File: config.mk
export PLATFORM = sky130hd
export DESIGN_NAME = ccm_top
export DESIGN_NICKNAME = d
export VERILOG_FILES = /design/src/shared/ccm_pkg.sv /design/src/rtl/ccm_top.sv
export SDC_FILE = /design/constraint.sdc
export NUM_CORES = 1
export LEC_CHECK = 0
export ABC_AREA = 1
export BUFFER_PORTS_ARGS = -buffer_cell sky130_fd_sc_hd__buf_2
export CORE_UTILIZATION = 35
export DETAILED_ROUTE_END_ITERATION = 12
export HOLD_SLACK_MARGIN = 0.12
export MAX_ROUTING_LAYER = met4
export PLACE_DENSITY = 0.56
export SETUP_SLACK_MARGIN = 0.5
export SLEW_MARGIN = 10
export SYNTH_ARGS = -nofsm -noshare
export SYNTH_HDL_FRONTEND = slang
export SYNTH_SLANG_ARGS = --single-unit
File: constraint.sdc
create_clock -name clk_in -period 1.95 [get_ports clk_in]
set_clock_uncertainty 0.15 [all_clocks]
set_input_delay 0.195 -clock clk_in [delete_from_list [all_inputs] [get_ports clk_in]]
set_output_delay 0.195 -clock clk_in [all_outputs]
set_load 0.005 [all_outputs]
File: src/shared/ccm_pkg.sv
// What this block does
// - Calibration starts after trigger held low then high for minimum times.
// - Trigger high at power-on inhibits power-on calibration until cycled.
// - In extended mode trigger pin ORs calibration bit; both must go low first.
// - Calibration-running output is high exactly while calibration executes.
// - High power-down level stops a channel; low returns it to operation.
// - In extended mode power-down pins OR with register bits 11 and 10.
// - Outside extended mode the test-pattern pin enables the test pattern.
// - In extended mode only register bit 12 enables the test pattern.
// - Non-demux pin selects 1:1 when high, 1:2 when low, always.
// - Outside extended mode full-scale pin picks low or high range, both.
// - In extended mode ranges come from registers 3h and Bh.
// - Phase select low gives 0 degrees, high gives 90 degrees.
// - Phase selection only acts in 1:2 demultiplexed mode.
// - In extended mode phase comes from register bit 14, default 0.
// - Enable low turns on register control; test-pattern, full-scale and phase pins then ignored.
// - Enable high disables serial port, holds registers at defaults.
// - Chip select low shifts serial data; high ignores input, tri-states output.
// - Serial transfers are synchronous to the host serial clock.
// - Serial input shifts only in extended mode with chip select low.
package ccm_pkg;
  localparam logic [3:0] ADDR_MAIN = 4'h0;
  localparam logic [3:0] ADDR_I_RANGE = 4'h3;
  localparam logic [3:0] ADDR_Q_RANGE = 4'hb;
  localparam int BIT_CAL = 15;
  localparam int BIT_PHASE = 14;
  localparam int BIT_TP = 12;
  localparam int BIT_PD_I = 11;
  localparam int BIT_PD_Q = 10;
  localparam logic [15:0] MAIN_RST = 16'h0000;
  localparam logic [15:0] RANGE_MIN = 16'h0000;
  localparam logic [15:0] RANGE_MID = 16'h4000;
  localparam logic [15:0] RANGE_RST = 16'h4000;
  localparam int CMD_BITS = 8;
  localparam int FRAME_BITS = 24;
  localparam int CMD_READ_BIT = 7;
  localparam int CAL_LOW_MIN_CYC = 80;
  localparam int CAL_HIGH_MIN_CYC = 80;
  localparam int CAL_RUN_CYC = 1000;
  localparam int PON_WAIT_CYC = 4;
  localparam int PIN_CNT = 11;
  localparam logic [PIN_CNT-1:0] PIN_SYNC_RST = 11'h7ff;
  typedef struct packed {
    logic pwrdn_chan_i;
    logic pwrdn_chan_q;
    logic test_pattern;
    logic output_nondemux;
    logic output_phase_90;
  } ccm_mode_type;
  typedef enum logic [4:0] {
    ST_PON = 5'b00001,
    ST_IDLE = 5'b00010,
    ST_LOW = 5'b00100,
    ST_HIGH = 5'b01000,
    ST_RUN = 5'b10000
  } ccm_cal_state_type;
endpackage

File: src/rtl/ccm_top.sv
`timescale 1ns/10ps
module ccm_top
  import ccm_pkg::*;
#(
  parameter int CAL_LOW_CYC = CAL_LOW_MIN_CYC,
  parameter int CAL_HIGH_CYC = CAL_HIGH_MIN_CYC,
  parameter int CAL_RUN_LEN = CAL_RUN_CYC
)
(
  input wire logic clk_in,
  input wire logic rst_b_in,
  input wire logic cal_trigger_in,
  input wire logic pwrdn_chan_i_in,
  input wire logic pwrdn_chan_q_in,
  input wire logic test_pattern_select_in,
  input wire logic output_nondemux_select_in,
  input wire logic full_scale_select_in,
  input wire logic output_phase_select_in,
  input wire logic ext_ctrl_enable_n_in,
  input wire logic serial_select_n_in,
  input wire logic serial_clk_in,
  input wire logic serial_in_in,
  output logic trim_active_out,
  output ccm_mode_type mode_out,
  output logic [15:0] i_range_out,
  output logic [15:0] q_range_out,
  output logic extended_control_mode_out,
  output logic serial_out_out,
  output logic serial_out_oe_out
);
  logic [PIN_CNT-1:0] pin_raw;
  logic [PIN_CNT-1:0] pin_meta_r;
  logic [PIN_CNT-1:0] pin_sync_r;
  logic sclk_prev_r;
  logic extended_control_mode;
  logic sel_active;
  logic sclk_rise;
  logic sclk_fall;
  logic cal_trig;
  assign pin_raw = {cal_trigger_in, pwrdn_chan_i_in, pwrdn_chan_q_in,
    test_pattern_select_in, output_nondemux_select_in, full_scale_select_in,
    output_phase_select_in, ext_ctrl_enable_n_in, serial_select_n_in,
    serial_clk_in, serial_in_in};
  // Two-stage synchroniser per pin
  genvar gi;
  generate
    for (gi = 0; gi < PIN_CNT; gi++)
    begin : g_sync
      always_ff @(posedge clk_in)
      begin
        if (!rst_b_in)
        begin
          pin_meta_r[gi] <= PIN_SYNC_RST[gi];
          pin_sync_r[gi] <= PIN_SYNC_RST[gi];
        end
        else
        begin
          pin_meta_r[gi] <= pin_raw[gi];
          pin_sync_r[gi] <= pin_meta_r[gi];
        end
      end
    end
  endgenerate
  always_ff @(posedge clk_in)
  begin
    if (!rst_b_in)
      sclk_prev_r <= 1'b1;
    else
      sclk_prev_r <= pin_sync_r[1];
  end
  assign extended_control_mode = ~pin_sync_r[3];
  // Port active only with chip select low
  assign sel_active = extended_control_mode & ~pin_sync_r[2];
  // Edges of the host serial clock
  assign sclk_rise = pin_sync_r[1] & ~sclk_prev_r;
  assign sclk_fall = ~pin_sync_r[1] & sclk_prev_r;
  logic [15:0] main_r;
  logic [15:0] main_nxt;
  logic [15:0] irng_r;
  logic [15:0] irng_nxt;
  logic [15:0] qrng_r;
  logic [15:0] qrng_nxt;
  logic [4:0] bitcnt_r;
  logic [4:0] bitcnt_nxt;
  logic [23:0] shift_r;
  logic [23:0] shift_nxt;
  logic [15:0] rdata_r;
  logic [15:0] rdata_nxt;
  logic rd_r;
  logic rd_nxt;
  logic sdo_r;
  logic sdo_nxt;
  logic [3:0] cmd_addr;
  logic [15:0] rd_val;
  assign cmd_addr = shift_r[3:0];
  // Addressed register on the first read bit, then the shifted copy
  assign rd_val = (bitcnt_r != 5'(CMD_BITS)) ? rdata_r :
    (cmd_addr == ADDR_MAIN) ? main_r :
    (cmd_addr == ADDR_I_RANGE) ? irng_r :
    (cmd_addr == ADDR_Q_RANGE) ? qrng_r : 16'h0000;
  always_comb
  begin
    main_nxt = main_r;
    irng_nxt = irng_r;
    qrng_nxt = qrng_r;
    bitcnt_nxt = bitcnt_r;
    shift_nxt = shift_r;
    rdata_nxt = rdata_r;
    rd_nxt = rd_r;
    sdo_nxt = sdo_r;
    if (!sel_active)
    begin
      bitcnt_nxt = 5'h00;
      rd_nxt = 1'b0;
      sdo_nxt = 1'b0;
    end
    else
    begin
      if (sclk_rise && bitcnt_r < 5'(FRAME_BITS))
      begin
        shift_nxt = {shift_r[22:0], pin_sync_r[0]};
        bitcnt_nxt = bitcnt_r + 5'h01;
        if (bitcnt_r == 5'(CMD_BITS - 1))
          rd_nxt = shift_r[CMD_READ_BIT - 1];
        if (bitcnt_r == 5'(FRAME_BITS - 1) && !rd_r)
        begin
          case (shift_r[FRAME_BITS - CMD_BITS + 2:FRAME_BITS - CMD_BITS - 1])
            ADDR_MAIN: main_nxt = {shift_r[14:0], pin_sync_r[0]};
            ADDR_I_RANGE: irng_nxt = {shift_r[14:0], pin_sync_r[0]};
            ADDR_Q_RANGE: qrng_nxt = {shift_r[14:0], pin_sync_r[0]};
            default: main_nxt = main_r;
          endcase
        end
      end
      // Read data leaves on falling edges
      if (sclk_fall && rd_r && bitcnt_r >= 5'(CMD_BITS)
        && bitcnt_r < 5'(FRAME_BITS))
      begin
        sdo_nxt = rd_val[15];
        rdata_nxt = {rd_val[14:0], 1'b0};
      end
    end
    if (!extended_control_mode)
    begin
      main_nxt = MAIN_RST;
      irng_nxt = RANGE_RST;
      qrng_nxt = RANGE_RST;
    end
  end
  always_ff @(posedge clk_in)
  begin
    if (!rst_b_in)
    begin
      main_r <= MAIN_RST;
      irng_r <= RANGE_RST;
      qrng_r <= RANGE_RST;
      bitcnt_r <= 5'h00;
      shift_r <= 24'h000000;
      rdata_r <= 16'h0000;
      rd_r <= 1'b0;
      sdo_r <= 1'b0;
    end
    else
    begin
      main_r <= main_nxt;
      irng_r <= irng_nxt;
      qrng_r <= qrng_nxt;
      bitcnt_r <= bitcnt_nxt;
      shift_r <= shift_nxt;
      rdata_r <= rdata_nxt;
      rd_r <= rd_nxt;
      sdo_r <= sdo_nxt;
    end
  end
  assign serial_out_out = sdo_r;
  assign serial_out_oe_out = sel_active;
  ccm_cal_state_type st_r;
  ccm_cal_state_type st_nxt;
  logic [15:0] cnt_r;
  logic [15:0] cnt_nxt;
  // Pin ORed with control bit in extended mode
  assign cal_trig = pin_sync_r[10] | (extended_control_mode & main_r[BIT_CAL]);
  always_comb
  begin
    st_nxt = st_r;
    cnt_nxt = cnt_r + 16'h0001;
    case (st_r)
      ST_PON:
      begin
        // Power-on calibration unless trigger is high
        if (cnt_r == 16'(PON_WAIT_CYC - 1))
        begin
          st_nxt = cal_trig ? ST_IDLE : ST_RUN;
          cnt_nxt = 16'h0000;
        end
      end
      ST_IDLE:
      begin
        cnt_nxt = 16'h0000;
        if (!cal_trig)
          st_nxt = ST_LOW;
      end
      ST_LOW:
      begin
        if (cal_trig)
        begin
          st_nxt = (cnt_r >= 16'(CAL_LOW_CYC - 1)) ? ST_HIGH : ST_IDLE;
          cnt_nxt = 16'h0000;
        end
        else if (cnt_r == 16'hffff)
          cnt_nxt = cnt_r;
      end
      ST_HIGH:
      begin
        if (!cal_trig)
        begin
          st_nxt = ST_LOW;
          cnt_nxt = 16'h0000;
        end
        else if (cnt_r == 16'(CAL_HIGH_CYC - 2))
        begin
          st_nxt = ST_RUN;
          cnt_nxt = 16'h0000;
        end
      end
      ST_RUN:
      begin
        if (cnt_r == 16'(CAL_RUN_LEN - 1))
        begin
          st_nxt = ST_IDLE;
          cnt_nxt = 16'h0000;
        end
      end
      default:
      begin
        st_nxt = ST_IDLE;
        cnt_nxt = 16'h0000;
      end
    endcase
  end
  always_ff @(posedge clk_in)
  begin
    if (!rst_b_in)
    begin
      st_r <= ST_PON;
      cnt_r <= 16'h0000;
    end
    else
    begin
      st_r <= st_nxt;
      cnt_r <= cnt_nxt;
    end
  end
  // Running flag follows the run state
  assign trim_active_out = (st_r == ST_RUN);
  ccm_mode_type mode_r;
  ccm_mode_type mode_nxt;
  logic [15:0] ir_r;
  logic [15:0] ir_nxt;
  logic [15:0] qr_r;
  logic [15:0] qr_nxt;
  always_comb
  begin
    mode_nxt.pwrdn_chan_i = pin_sync_r[9] | (extended_control_mode & main_r[BIT_PD_I]);
    mode_nxt.pwrdn_chan_q = pin_sync_r[8] | (extended_control_mode & main_r[BIT_PD_Q]);
    mode_nxt.test_pattern = extended_control_mode ? main_r[BIT_TP] : pin_sync_r[7];
    mode_nxt.output_nondemux = pin_sync_r[6];
    mode_nxt.output_phase_90 = ~pin_sync_r[6] &
      (extended_control_mode ? main_r[BIT_PHASE] : pin_sync_r[4]);
    ir_nxt = extended_control_mode ? irng_r : (pin_sync_r[5] ? RANGE_MID : RANGE_MIN);
    qr_nxt = extended_control_mode ? qrng_r : (pin_sync_r[5] ? RANGE_MID : RANGE_MIN);
  end
  always_ff @(posedge clk_in)
  begin
    if (!rst_b_in)
    begin
      mode_r <= '0;
      ir_r <= RANGE_MIN;
      qr_r <= RANGE_MIN;
    end
    else
    begin
      mode_r <= mode_nxt;
      ir_r <= ir_nxt;
      qr_r <= qr_nxt;
    end
  end
  assign mode_out = mode_r;
  assign i_range_out = ir_r;
  assign q_range_out = qr_r;
  assign extended_control_mode_out = extended_control_mode;
endmodule

==> flow_metrics.tcl <==
set metrics [dict create \
    synth_cell_types 47 \
    tritoncts_num_sinks 170 \
    p_leak_nw 3.70 \
    tns_ps 0 \
    cts_tree "built" \
    seq_area_frac_synth 0.509 \
    postSynthNetCount 849 \
    final_hold_viol_count 0 \
    vias 5876 \
    drt_iter0_markers 242 \
    period_share 0.912 \
    dr.pass1.iters 5 \
    diodes 0 \
    critPathKind "reg -> reg" \
    ys.warnings.count 0 \
    grt_pass1_vias 5467 \
    gp_congestion 0.836 \
    die_w_um 140 \
    fill_cells 1720 \
    reg2reg_to "qrng_r[0]" \
    cap_violations 0 \
    regToRegSetupSlack_ps 170 \
    multi_input_area_um2 3460 \
    final_nets 981 \
    synth_edf_count 0 \
    ios 54 \
    reg2reg_from "bitcnt_r[1]" \
    clk_pin_slew_ps 70 \
    num_rows 50 \
    route.detailed.drc 0 \
    post_drt_wl_per_cell_um 15.0 \
    fmax_mhz 562 \
    critPathLaunchType "flop" \
    finalWorstSetupSlack_ps 171 \
    clockRootBuffer "clkbuf_16" \
    ys_ff_latch 170 \
    h-tree-depth 4 \
    layout-drive-gt1-share 0.394 \
    p_per_area_nw_per_um2 836 \
    synth_top_flop_cell "dfxtp_1" \
    antenna_found_initial 0 \
    cp.arrival_ps 1980 \
    drv_slew 0 \
    hpwl_mm 10.9 \
    design.die.area_um2 19700 \
    crit_slowest_cell "dfxtp_4" \
    grt_pass1_wl_mm 28.1 \
    via_per_inst 4.85 \
    status "complete, no violations" \
    gr-total-overflow 0 \
    coreArea_um2 18700 \
    period_minus_slack_ps 1780 \
    hold_start "rst_b_in" \
    worstSetupEndpointType "flop" \
    die_y_um 140 \
    cp_max_fo 16 \
    critical_path.cell_chain "ha_4, nand2_4, nor2_4, nand3_4, nor2_4, nand3_4, clkbuf_16, a211oi_1" \
    yosys.area.top_type "dfxtp_1" \
    clk_path_buf_depth 2 \
    avgSynthCellArea_um2 8.04 \
    floorplan.initialDensity 0.358 \
    yosys.area.top_type_share 0.509 \
    hold_depth 4 \
    post-place-ws_ps 169 \
    syn_to_final_growth_pct 43.3 \
    io_buffers 53 \
    maxSlewHeadroom 0.591 \
    ant_nets 0 \
    rr_worst_depth 8 \
    hp-class "in -> reg" \
    grt_max_degree 46 \
    clk-insertion-delay-late_ps 430 \
    slowest_delay_ps 370 \
    syn_inst 832 \
    seq_area_um2 3450 \
    async_flop_share 0 \
    track_usage 0.189 \
    netlist_area_um2 6690 \
    cts_buffers 17 \
    tightest_slew_ps 613 \
    totalWireLength_mm 18.1 \
    holdPathEnd "mode_out[3]" \
    peakVddDrop_mv 0.630 \
    ys_top_cells_by_area "dfxtp_1 (51%), a21oi_1 (7.5%), o21ai_0 (7.0%)" \
    cp.required_ps 2150 \
    rsz0062_at_grt "yes" \
    setup_viol 0 \
]
==> placed cells by master (no fill, tap or decap), types with 7 or more instances in the layout <==
cell type	count
a21oi_1	59
a21oi_2	37
buf_12	13
buf_2	52
buf_4	46
buf_6	15
clkbuf_16	21
dfxtp_1	153
dfxtp_2	8
dfxtp_4	9
dlygate4sd3_1	13
inv_1	88
inv_2	9
nand2_1	68
nand2_2	7
nand2_4	9
nand3_1	19
nand3_2	7
nor2_1	85
nor2_2	16
nor2_4	17
o21ai_0	38
o21ai_1	28
o21ai_2	32
o22ai_1	14
or2_2	22
==> cells by family (layout without fill, tap and decap cells) <==
group / Yosys count / after routing / synth area share
AO/OA/AOI/OAI: 236 / 236 / 0.190
XOR/XNOR: 2 / 2 / 0.00262
adder cells (fa/ha/maj): 4 / 4 / 0.00748
buffers and inverters: 140 / 284 / 0.0858
flip-flops: 170 / 170 / 0.509
AND/OR/NAND/NOR: 280 / 281 / 0.205
==> critical path, delay by kind of cell (launching register included) <==
family          cells  cell delay, ps
fa+ha+maj           1             150
flops               1             370
simple gates        5             600
buf+inv             1             220
compound gates      1             200
==> Yosys cell counts (7+ instances only) <==
cell / n
dfxtp_1: 170
nor2_1: 106
a21oi_1: 100
inv_1: 97
o21ai_0: 93
nand2_1: 79
nand3_1: 26
or2_2: 23
o22ai_1: 17
clkbuf_1: 15
buf_2: 10
inv_2: 9
nor2_2: 8
nor3_1: 7
==> worst max-delay path by stage <==
stage,start,endpoint,slack (ps)
after global placement,bitcnt_r[0],irng_r[3],210
after global routing,bitcnt_r[1],qrng_r[0],110
after detailed placement,bitcnt_r[0],irng_r[3],170
final,bitcnt_r[1],qrng_r[0],170
after floorplan,bitcnt_r[1],irng_r[12],360
after CTS,bitcnt_r[0],qrng_r[2],210
==> cell type report <==
| type | count | share of cell area |
|---|---|---|
| well taps | 234 | 0.0305 |
| clock buffers | 20 | 0.0466 |
| repair inverters | 1 | 0.000783 |
| flip-flops and latches | 170 | 0.360 |
| multi-input cells | 523 | 0.361 |
| clock inverters | 12 | 0.0184 |
| inverters | 106 | 0.0462 |
| repair buffers | 145 | 0.136 |
==> per-layer routing <==
layer  vias up  part of all wire  GRT usage
met5         -                 0          -
met4         0             0.028     0.0804
met3        38             0.047     0.0451
met2       120              0.49      0.308
met1      2712              0.44      0.222
li1       3006                 -          -
==> flip-flops by register name, summed over array words and instances, names as in the netlist <==
| name | flops |
|---|---|
| sclk_prev_r | 1 |
| bitcnt_r | 5 |
| serial_out_out | 1 |
| mode_out | 5 |
| pin_sync_r | 10 |
| q_range_out | 16 |
| pin_meta_r | 11 |
| rd_r | 1 |
| main_r | 16 |
| mode_nxt | 1 |
| st_r | 5 |
| i_range_out | 16 |
| rdata_r | 15 |
| qrng_r | 16 |
| shift_r | 19 |
| cnt_r | 16 |
| irng_r | 16 |
==> per-stage QoR <==
stage / area (µm²) / std cells / power [mW] / hold WS (ps) / utilization
finish: 9580 / 1211 / 8.02 / 128 / 0.512
detailed placement: 7450 / 1115 / 4.25 / 233 / 0.398
global route: 9580 / 1211 / 8.34 / 151 / 0.512
global placement: 7450 / 1115 / 4.25 / 230 / 0.398
floorplan: 6800 / 832 / 4.11 / 152 / -
CTS: 9050 / 1197 / 8.02 / 122 / 0.484
==> power breakdown <==
| group | internal [mW] | switching (mW) | leakage, nW |
|---|---|---|---|
| logic | 0.319 | 0.528 | 2.01 |
| registers | 3.54 | 0.0484 | 1.39 |
| clock network | 2.10 | 1.49 | 0.306 |
==> what timing repair did <==
item,CTS,global route
endpoints found under the hold margin,13,0
buffers inserted,33,9
pin swaps,56,37
gates cloned,4,5
hold buffers,13,0
setup endpoints to repair,108,109
resized for setup,154,103
Note: power is estimated with default switching activity, not from simulation.
